### src/hdl/pd_mac_pkg.sv
package pd_mac_pkg;
    // Register word addresses on Wishbone (byte address = index * 4)
    localparam logic [15:0] IDX_HIGH_FULL_BIT_MAX = 16'h1AA0;
    localparam logic [15:0] IDX_HIGH_FULL_BIT_MIN = 16'h1AA1;
    localparam logic [15:0] IDX_SOFT_MAC_SOFT_RESET_CONTROL = 16'h1A8B;
    localparam logic [15:0] IDX_DECODER_STATUS = 16'h1AB0;
    localparam logic [15:0] IDX_MAC_CONTROL = 16'h1AB1;
    localparam int ADDR_W = 18;
    // Soft reset control fields
    localparam int BIT_MAC_FULL_RESET = 7;
    localparam int BIT_LINE_CODEC_RESET = 6;
    localparam int BIT_PROTOCOL_RESET_DONE = 0;
    localparam logic [7:0] MAC_SOFT_RESET_CONTROL_MASK = 8'hC1;
    // MAC control fields
    localparam int BIT_TX_LAUNCH = 0;
    localparam int BIT_TX_HARD_RESET = 1;
    localparam int BIT_TX_CABLE_RESET = 2;
    localparam int BIT_FAST_TX_ENABLE = 3;
    localparam int BIT_RX_ENABLE = 4;
    localparam int BIT_RESET_DETECT_EN = 5;
    localparam logic [7:0] MAC_CONTROL_MASK = 8'h3F;
    // Reset values and counter saturation value
    localparam logic [7:0] LIMIT_RESET = 8'h00;
    localparam logic [7:0] REG8_RESET = 8'h00;
    localparam logic [7:0] COUNT_SAT = 8'hFF;
    typedef enum logic [1:0] {
        RX_IDLE = 2'b00,
        RX_ARMED = 2'b01,
        RX_FRAME = 2'b11
    } rx_state_t;
    typedef enum logic [1:0] {
        TX_IDLE = 2'b00,
        TX_SEND = 2'b01,
        TX_DONE = 2'b11
    } tx_state_t;
endpackage

### src/hdl/soft_reset_if.sv
`timescale 1ns/100ps
interface soft_reset_if;
    logic mac_reset;
    logic codec_reset;
    logic protocol_reset;
    modport ctrl(output mac_reset, output codec_reset, output protocol_reset);
    modport user(input mac_reset, input codec_reset, input protocol_reset);
endinterface

### src/hdl/pd_mac_reset_timing.sv
`timescale 1ns/100ps
// How it works
// RQ1 - Software pulses each soft reset bit: write one, then write zero.
// RQ2 - After full reset software reprograms the whole MAC and timing limits.
// RQ3 - The full MAC reset bit itself is cleared by external reset.
// RQ4 - Codec reset bit 6 restarts encoder and decoder, limits kept; here it restarts only the decoder meter, not the encoder in the tx fsm.
// RQ5 - Software pulses bit 0 after handling hard or cable reset.
// RQ6 - Protocol reset idles receive fsm; reset detection stays enabled.
// RQ7 - Protocol reset idles transmit fsm, serialiser and encoder.
// RQ8 - Protocol reset clears launch, hard, cable and fast transmit bits.
// RQ9 - Protocol reset leaves other registers and packet counters untouched.
// RQ10 - Protocol reset spares receive buffer, clock recovery, decoder, CRC.
// RQ11 - Protocol reset spares self-test and power management.
// RQ12 - A high full bit is accepted only strictly between min and max.
// RQ13 - Software sets max from slowest rate plus tolerance; 202 advised.
// RQ14 - Software sets min from fastest rate minus tolerance; 116 advised.
// RQ15 - Limits should cover bit rate variation and duty distortion.
// RQ16 - Software keeps full-bit min above half-bit max.
// RQ17 - High time is counted in clocks from rising to falling edge.
// RQ18 - Full MAC reset bit 7 returns the whole MAC to power-on state.
module pd_mac_reset_timing
    import pd_mac_pkg::*;
(
    // Clock and reset
    input wire logic clk_i,
    input wire logic rst_i,
    // Wishbone slave
    input wire logic cyc_i,
    input wire logic stb_i,
    input wire logic we_i,
    input wire logic [ADDR_W-1:0] adr_i,
    input wire logic [3:0] sel_i,
    input wire logic [31:0] dat_i,
    output logic [31:0] dat_o,
    output logic ack_o,
    output logic err_o,
    // Line from partner
    input wire logic line_i,
    // Receive hard or cable reset seen
    input wire logic reset_seen_i,
    // Observed state
    output logic full_bit_o,
    output logic reset_evt_o,
    output logic tx_busy_o
);
    soft_reset_if rst_bus();

    logic line_s1_r;
    logic line_s2_r;
    logic [7:0] fb_max_r;
    logic [7:0] fb_min_r;
    logic [7:0] mac_soft_reset_control_r;
    logic [7:0] mac_ctl_r;
    logic [7:0] good_count_r;
    logic [7:0] bad_count_r;
    logic [7:0] packets_sent_counter_r;
    rx_state_t rx_state_r;
    logic sticky_detect_r;
    logic full_bit;
    logic reject;
    logic tx_busy;
    logic tx_done;
    logic req;
    logic wr;
    logic [15:0] idx;
    logic hit;
    logic [31:0] rd_nxt;
    logic mac_clr;
    logic proto_clr;

    assign req = cyc_i & stb_i & ~ack_o & ~err_o;
    assign idx = adr_i[ADDR_W-1:2];
    assign hit = idx == IDX_HIGH_FULL_BIT_MAX || idx == IDX_HIGH_FULL_BIT_MIN
        || idx == IDX_SOFT_MAC_SOFT_RESET_CONTROL || idx == IDX_DECODER_STATUS
        || idx == IDX_MAC_CONTROL;
    assign wr = req & we_i & sel_i[0] & hit;
    assign mac_clr = rst_i | mac_soft_reset_control_r[BIT_MAC_FULL_RESET];
    assign proto_clr = mac_soft_reset_control_r[BIT_PROTOCOL_RESET_DONE];

    assign rst_bus.mac_reset = mac_soft_reset_control_r[BIT_MAC_FULL_RESET];
    assign rst_bus.codec_reset = mac_soft_reset_control_r[BIT_LINE_CODEC_RESET];
    // Protocol reset reaches only the control fsms and transmit bits
    assign rst_bus.protocol_reset = proto_clr; // RQ10 RQ11

    // Line comes from the partner: two flops before any use
    always_ff @(posedge clk_i) begin
        if (rst_i) begin
            line_s1_r <= 1'b0;
            line_s2_r <= 1'b0;
        end else begin
            line_s1_r <= line_i;
            line_s2_r <= line_s1_r;
        end
    end

    // Bus answers in the cycle after the request, one cycle wide
    always_ff @(posedge clk_i) begin
        if (rst_i) begin
            ack_o <= 1'b0;
            err_o <= 1'b0;
            dat_o <= 32'h0000_0000;
        end else begin
            ack_o <= req & hit;
            err_o <= req & ~hit;
            dat_o <= req ? rd_nxt : 32'h0000_0000;
        end
    end

    always_comb begin
        rd_nxt = 32'h0000_0000;
        unique case (idx)
            IDX_HIGH_FULL_BIT_MAX: rd_nxt[7:0] = fb_max_r;
            IDX_HIGH_FULL_BIT_MIN: rd_nxt[7:0] = fb_min_r;
            IDX_SOFT_MAC_SOFT_RESET_CONTROL: rd_nxt[7:0] = mac_soft_reset_control_r;
            IDX_DECODER_STATUS: rd_nxt = {8'h00, packets_sent_counter_r,
                bad_count_r, good_count_r};
            IDX_MAC_CONTROL: rd_nxt[7:0] = {sticky_detect_r, 1'b0,
                mac_ctl_r[5:0]};
            default: rd_nxt = 32'h0000_0000;
        endcase
    end

    // Control bits stay set until software writes zero; only rst_i clears
    always_ff @(posedge clk_i) begin
        if (rst_i) begin // RQ3
            mac_soft_reset_control_r <= REG8_RESET;
        end else if (wr && idx == IDX_SOFT_MAC_SOFT_RESET_CONTROL) begin
            mac_soft_reset_control_r <= dat_i[7:0] & MAC_SOFT_RESET_CONTROL_MASK;
        end
    end

    // Limits survive codec and protocol resets, not the full reset
    always_ff @(posedge clk_i) begin
        if (mac_clr) begin // RQ18
            fb_max_r <= LIMIT_RESET;
            fb_min_r <= LIMIT_RESET;
        end else if (wr) begin // RQ4
            if (idx == IDX_HIGH_FULL_BIT_MAX) fb_max_r <= dat_i[7:0];
            if (idx == IDX_HIGH_FULL_BIT_MIN) fb_min_r <= dat_i[7:0];
        end
    end

    always_ff @(posedge clk_i) begin
        if (mac_clr) begin
            mac_ctl_r <= REG8_RESET;
        end else if (proto_clr) begin // RQ8
            mac_ctl_r[BIT_TX_LAUNCH] <= 1'b0;
            mac_ctl_r[BIT_TX_HARD_RESET] <= 1'b0;
            mac_ctl_r[BIT_TX_CABLE_RESET] <= 1'b0;
            mac_ctl_r[BIT_FAST_TX_ENABLE] <= 1'b0;
        end else if (wr && idx == IDX_MAC_CONTROL) begin
            mac_ctl_r <= dat_i[7:0] & MAC_CONTROL_MASK;
        end else if (tx_done) begin
            mac_ctl_r[BIT_TX_LAUNCH] <= 1'b0;
        end
    end

    // Counters are spared by the protocol reset
    always_ff @(posedge clk_i) begin
        if (mac_clr) begin // RQ9
            good_count_r <= REG8_RESET;
            bad_count_r <= REG8_RESET;
            packets_sent_counter_r <= REG8_RESET;
        end else begin
            if (full_bit && good_count_r != COUNT_SAT)
                good_count_r <= good_count_r + 8'h01;
            if (reject && bad_count_r != COUNT_SAT)
                bad_count_r <= bad_count_r + 8'h01;
            if (tx_done && packets_sent_counter_r != COUNT_SAT)
                packets_sent_counter_r <= packets_sent_counter_r + 8'h01;
        end
    end

    // Receive fsm; detection enable kept across protocol reset
    always_ff @(posedge clk_i) begin
        if (mac_clr) begin
            rx_state_r <= RX_IDLE;
            sticky_detect_r <= 1'b0;
        end else if (proto_clr) begin // RQ6
            rx_state_r <= RX_IDLE;
            sticky_detect_r <= sticky_detect_r
                | mac_ctl_r[BIT_RESET_DETECT_EN];
        end else begin
            if (mac_ctl_r[BIT_RX_ENABLE] && mac_ctl_r[BIT_RESET_DETECT_EN])
                sticky_detect_r <= 1'b1;
            unique case (rx_state_r)
                RX_IDLE: if (mac_ctl_r[BIT_RX_ENABLE]) rx_state_r <= RX_ARMED;
                RX_ARMED: if (full_bit) rx_state_r <= RX_FRAME;
                RX_FRAME: if (reject) rx_state_r <= RX_ARMED;
                default: rx_state_r <= RX_IDLE;
            endcase
        end
    end

    always_ff @(posedge clk_i) begin
        if (mac_clr) begin
            full_bit_o <= 1'b0;
            reset_evt_o <= 1'b0;
            tx_busy_o <= 1'b0;
        end else begin
            full_bit_o <= full_bit;
            reset_evt_o <= reset_seen_i & sticky_detect_r;
            tx_busy_o <= tx_busy;
        end
    end

    // Decoder measurement; codec reset restarts it but keeps limits
    high_bit_meter u_meter (
        .clk_i(clk_i),
        .rst_i(rst_i),
        .rst_bus(rst_bus.user),
        .line_i(line_s2_r),
        .max_i(fb_max_r),
        .min_i(fb_min_r),
        .full_bit_o(full_bit),
        .reject_o(reject)
    );

    protocol_tx_fsm u_tx (
        .clk_i(clk_i),
        .rst_i(rst_i),
        .rst_bus(rst_bus.user),
        .launch_i(mac_ctl_r[BIT_TX_LAUNCH]),
        .busy_o(tx_busy),
        .done_o(tx_done)
    );
endmodule

### src/hdl/high_bit_meter.sv
`timescale 1ns/100ps
module high_bit_meter
    import pd_mac_pkg::*;
(
    // Clock and reset
    input wire logic clk_i,
    input wire logic rst_i,
    soft_reset_if.user rst_bus,
    // Synchronised line and limits
    input wire logic line_i,
    input wire logic [7:0] max_i,
    input wire logic [7:0] min_i,
    // Results
    output logic full_bit_o,
    output logic reject_o
);
    logic line_d_r;
    logic [7:0] count_r;
    logic counting_r;
    logic codec_clr;
    logic rise;
    logic fall;

    assign codec_clr = rst_i | rst_bus.mac_reset | rst_bus.codec_reset; // RQ10
    assign rise = line_i & ~line_d_r;
    assign fall = ~line_i & line_d_r;

    // Count saturates so a stuck-high line is rejected, not wrapped
    always_ff @(posedge clk_i) begin
        if (codec_clr) begin // RQ4
            line_d_r <= 1'b0;
            count_r <= REG8_RESET;
            counting_r <= 1'b0;
        end else begin
            line_d_r <= line_i;
            if (rise) begin // RQ17
                count_r <= 8'h01;
                counting_r <= 1'b1;
            end else if (fall) begin
                counting_r <= 1'b0;
            end else if (counting_r && count_r != COUNT_SAT) begin
                count_r <= count_r + 8'h01;
            end
        end
    end

    always_ff @(posedge clk_i) begin
        if (codec_clr) begin
            full_bit_o <= 1'b0;
            reject_o <= 1'b0;
        end else begin
            full_bit_o <= fall && counting_r && count_r > min_i
                && count_r < max_i; // RQ12
            reject_o <= fall && counting_r && !(count_r > min_i
                && count_r < max_i);
        end
    end
endmodule

### src/hdl/protocol_tx_fsm.sv
`timescale 1ns/100ps
module protocol_tx_fsm
    import pd_mac_pkg::*;
(
    // Clock and reset
    input wire logic clk_i,
    input wire logic rst_i,
    soft_reset_if.user rst_bus,
    // Launch request
    input wire logic launch_i,
    // State
    output logic busy_o,
    output logic done_o
);
    tx_state_t state_r;
    logic [3:0] shift_r;
    logic [3:0] nibble_r;

    // Serialiser and encoder stand-ins share the protocol reset
    always_ff @(posedge clk_i) begin
        if (rst_i || rst_bus.mac_reset || rst_bus.protocol_reset) begin // RQ7
            state_r <= TX_IDLE;
            shift_r <= 4'h0;
            nibble_r <= 4'h0;
        end else begin
            unique case (state_r)
                TX_IDLE: if (launch_i) begin
                    state_r <= TX_SEND;
                    shift_r <= 4'hF;
                    nibble_r <= 4'h0;
                end
                TX_SEND: begin
                    shift_r <= {1'b0, shift_r[3:1]};
                    nibble_r <= nibble_r + 4'h1;
                    // Sixteen slots: long enough for a protocol reset to cut
                    if (nibble_r == 4'hF) state_r <= TX_DONE;
                end
                TX_DONE: state_r <= TX_IDLE;
                default: state_r <= TX_IDLE;
            endcase
        end
    end

    assign busy_o = state_r == TX_SEND;
    assign done_o = state_r == TX_DONE;
endmodule

### config.mk
export PLATFORM = sky130hd
export DESIGN_NAME = pd_mac_reset_timing
export DESIGN_NICKNAME = d
export VERILOG_FILES = /design/src/hdl/pd_mac_pkg.sv /design/src/hdl/soft_reset_if.sv /design/src/hdl/pd_mac_reset_timing.sv /design/src/hdl/high_bit_meter.sv /design/src/hdl/protocol_tx_fsm.sv
export SDC_FILE = /design/constraint.sdc
export NUM_CORES = 1
export LEC_CHECK = 0
export BUFFER_PORTS_ARGS = -buffer_cell sky130_fd_sc_hd__buf_4
export CORE_ASPECT_RATIO = 1.2
export CORE_MARGIN = 2
export CORE_UTILIZATION = 49
export DETAILED_ROUTE_END_ITERATION = 16
export PLACE_DENSITY = 0.76
export SYNTH_ARGS = -nofsm -noshare
export SYNTH_HDL_FRONTEND = slang
export SYNTH_HIERARCHICAL = 1
export SYNTH_SLANG_ARGS = --single-unit
export TNS_END_PERCENT = 5
### constraint.sdc
create_clock -name clk_i -period 2.4 [get_ports clk_i]
set_clock_uncertainty 0.15 [all_clocks]
set_input_delay 0.48 -clock clk_i [delete_from_list [all_inputs] [get_ports clk_i]]
set_output_delay 0.48 -clock clk_i [all_outputs]
set_load 0.01 [all_outputs]
==> impl_results.md <==
- # rows: 38
- Core ar.: 9081 um^2
- Skew-Pair Late Insertion Delay: 0.38 ns
- Largest net degree at the start of global routing: 34
- Most common cell in the netlist: dfxtp_1
- Die Ht: roughly 110 um
- Leak Pwr: 2.150 nW
- Starting DRT DRC Count: 205
- Cts bufs inserted: 9
- CP Launch Type: input port
- Synth Instances: 509
- EDFF count, synth: 0
- DP Wirelength: 7877 um
- CTS tree: yes
- Slew @ Worst Pin: between 0.5 and 0.6 ns
- Setup TNS: 0 ns
- Post CTS Setup Buffer Count: 0
- Post-cts sizing count: 0
- Tcrit/Tclk final: 89.27%
- Ys async rst share: 0%
- Port buffer count: 60
- Gr ovfl total: 0
- Sequential area share after synthesis: 43.06%
- RSZ-0062 raised after global routing: false
- # DRC: 0
- Worst setup margin: roughly 0.26 ns
- Initial core utilization: 50.69%
- Count of final hold-check violations: 0
- Top Ports: 98
- Root Buffer: clkbuf_8
- N_diodes: 0
- Post-CTS Hold Fix Bufs: 0
- Routability congestion estimate: slightly below 0.9
- Top area cells in the synthesized netlist: dfxtp_1, ha_1, mux2i_1, a21oi_1, nand2_1
- Vias in the first global route: 3848
- CTS Buffer Depth: 2
- DR vias/cell: 5.628
- Final ANT Viol Nets: 0
- Post-placement setup slack: -0.1275 ns
- Routed via count: 3962
- Yosys top cell area share: 43.06%
- Die area: 10190 um^2
- CP Capture Type: flip-flop
- Main synth FF type: dfxtp_1
- Pre-antenna DRT Iters: 4
- Avg Inst Size Synth: 9.044 um^2
- H-tree lvl count: 3
- Status: finished, final reports clean
- Wire length of the first global-routing pass: 17840 um
- Synth-to-layout area growth: 18.59%
- Crit path time final: 2.142 ns
- WP data arrival: 2.25 ns
- Worst Path Max Fanout: 8
- Flops & latches, synth: 99
- Share of post-route cells with drive strength above 1: 18.84%
- Cell taking the most area after synthesis: dfxtp_1
- Final WL: 10580 um
- Rel. slew slack: between 50 and 60%
- Top post-synthesis cells by count: dfxtp_1, nand2_1, a21oi_1, nor2_1, inv_1
- Antenna violations before repair: 0
- DR WL/cell: 15.02 um
- Clock sinks: 99
- PwrDens: 526.4 nW/um^2
- Kind of critical path: in2reg
- Required @ worst endpoint: 2.51 ns
- Final Setup Violations: 0
- Die W: 92.48 um
- Max-capacitance violation count: 0
- Yosys warning count: 6
- Net count reported at finish: 662
- Clk slew on worst S/H paths: 0.09 ns
- Maximum vdd drop: 0.2990 mV
- Post-synth cell types: 62
- Total GRT Usage: 22.19%
- Layout fillers: roughly 790
- Cell area after synthesis: 4603 um^2
- Hold Crit Class: in2reg
- FMAX: 466.7 MHz
- Fin. max-slew vios: 0
## final cells by class
cell class / count / area [um^2] / area share (%)
inverters: 26 / 97.59 / 1.788
multi-input cells: 365 / 2415 / 44.24
repair buffers: 78 / 610.6 / 11.18
clock buffers: 12 / 155.1 / 2.842
flip-flops and latches: 99 / 1982 / 36.31
clock inverters: 4 / 48.80 / 0.8939
well taps: 120 / 150.1 / 2.750
## registers in the layout (all words and copies together) (netlist names), 2 cells and up
register and cells:
fb_max_r 8, packets_sent_counter_r 8, mac_ctl_r 6, fb_min_r 8, u_tx/state_r 2, good_count_r 8
bad_count_r 8, mac_soft_reset_control_r 3, u_meter/count_r 8, dat_o 24, u_tx/nibble_r 4
## per-stage QoR
step	hold WS, ns	cell area, um^2	std cells	power, mW	util [%]
2_1_floorplan	0.2638	4629	516	1.760	-
3_3_place_gp	0.2866	5255	688	1.817	57.87
3_5_place_dp	0.2897	5255	688	1.821	57.87
4_1_cts	0.1833	5459	704	2.891	60.11
5_1_grt	0.1906	5459	704	2.968	60.11
6_report	0.1876	5459	704	2.873	60.11
## layout by cell type (no fill, tap or decap), types with 10 or more instances in the layout
cell,instances
dfxtp_1,99
buf_4,76
nand2_1,41
a21oi_1,36
nor2_1,35
inv_1,26
nand3_1,23
mux2i_1,22
ha_1,22
and2_1,18
a22oi_1,14
o21ai_0,14
nand4_1,14
nor3_1,12
or3_1,11
clkbuf_8,11
xnor2_1,10
## routing by layer
| layer | part of all wire [%] | track usage, % | vias up |
|---|---|---|---|
| li1 | - | - | 1959 |
| met5 | 0 | 0 | - |
| met2 | 51 | 40.41 | 111 |
| met4 | 2.2 | 10.55 | 0 |
| met3 | 5.1 | 3.263 | 16 |
| met1 | 42 | 25.67 | 1876 |
## power by group
group	switching, mW	internal (mW)	leakage [nW]
registers	0.00305	1.64	0.798
logic	0.0730	0.0626	1.25
clock network	0.552	0.538	0.106
## cells by family (layout without fill, tap and decap cells)
group | after synthesis | count (layout) | share of synthesized area [%]
and+or+nand+nor | 198 | 198 | 23.76
AOI/OAI and AO/OA | 100 | 100 | 14.27
DFF | 99 | 99 | 43.06
buffers and inverters | 52 | 120 | 5.110
muxes | 24 | 24 | 5.273
adders and majority gates | 22 | 22 | 5.980
xor gates and xnor gates | 13 | 13 | 2.474
other | 1 | 8 | 0.08147
## worst max-delay path, cell delays in order
cell and delay (ns):
buf_4 0.11, or4b_4 0.52, or4_4 0.43, or3_1 0.37, buf_4 0.20, mux2i_1 0.14
## final timing paths
check / startpoint / endpoint / slack, ns / depth (start not counted)
worst max-delay path: adr_i[15] / fb_min_r[5]$_SDFFE_PP0P_ / 0.26 / 6
worst min-delay path: line_i / line_s1_r$_SDFF_PP0_ / 0.19 / 2
worst min register to register: line_s1_r$_SDFF_PP0_ / line_s2_r$_SDFF_PP0_ / 0.31 / 1
worst max register to register: err_o$_SDFF_PP0_ / fb_min_r[5]$_SDFFE_PP0P_ / 0.32 / 5
Power figures use the tool's default switching activity.
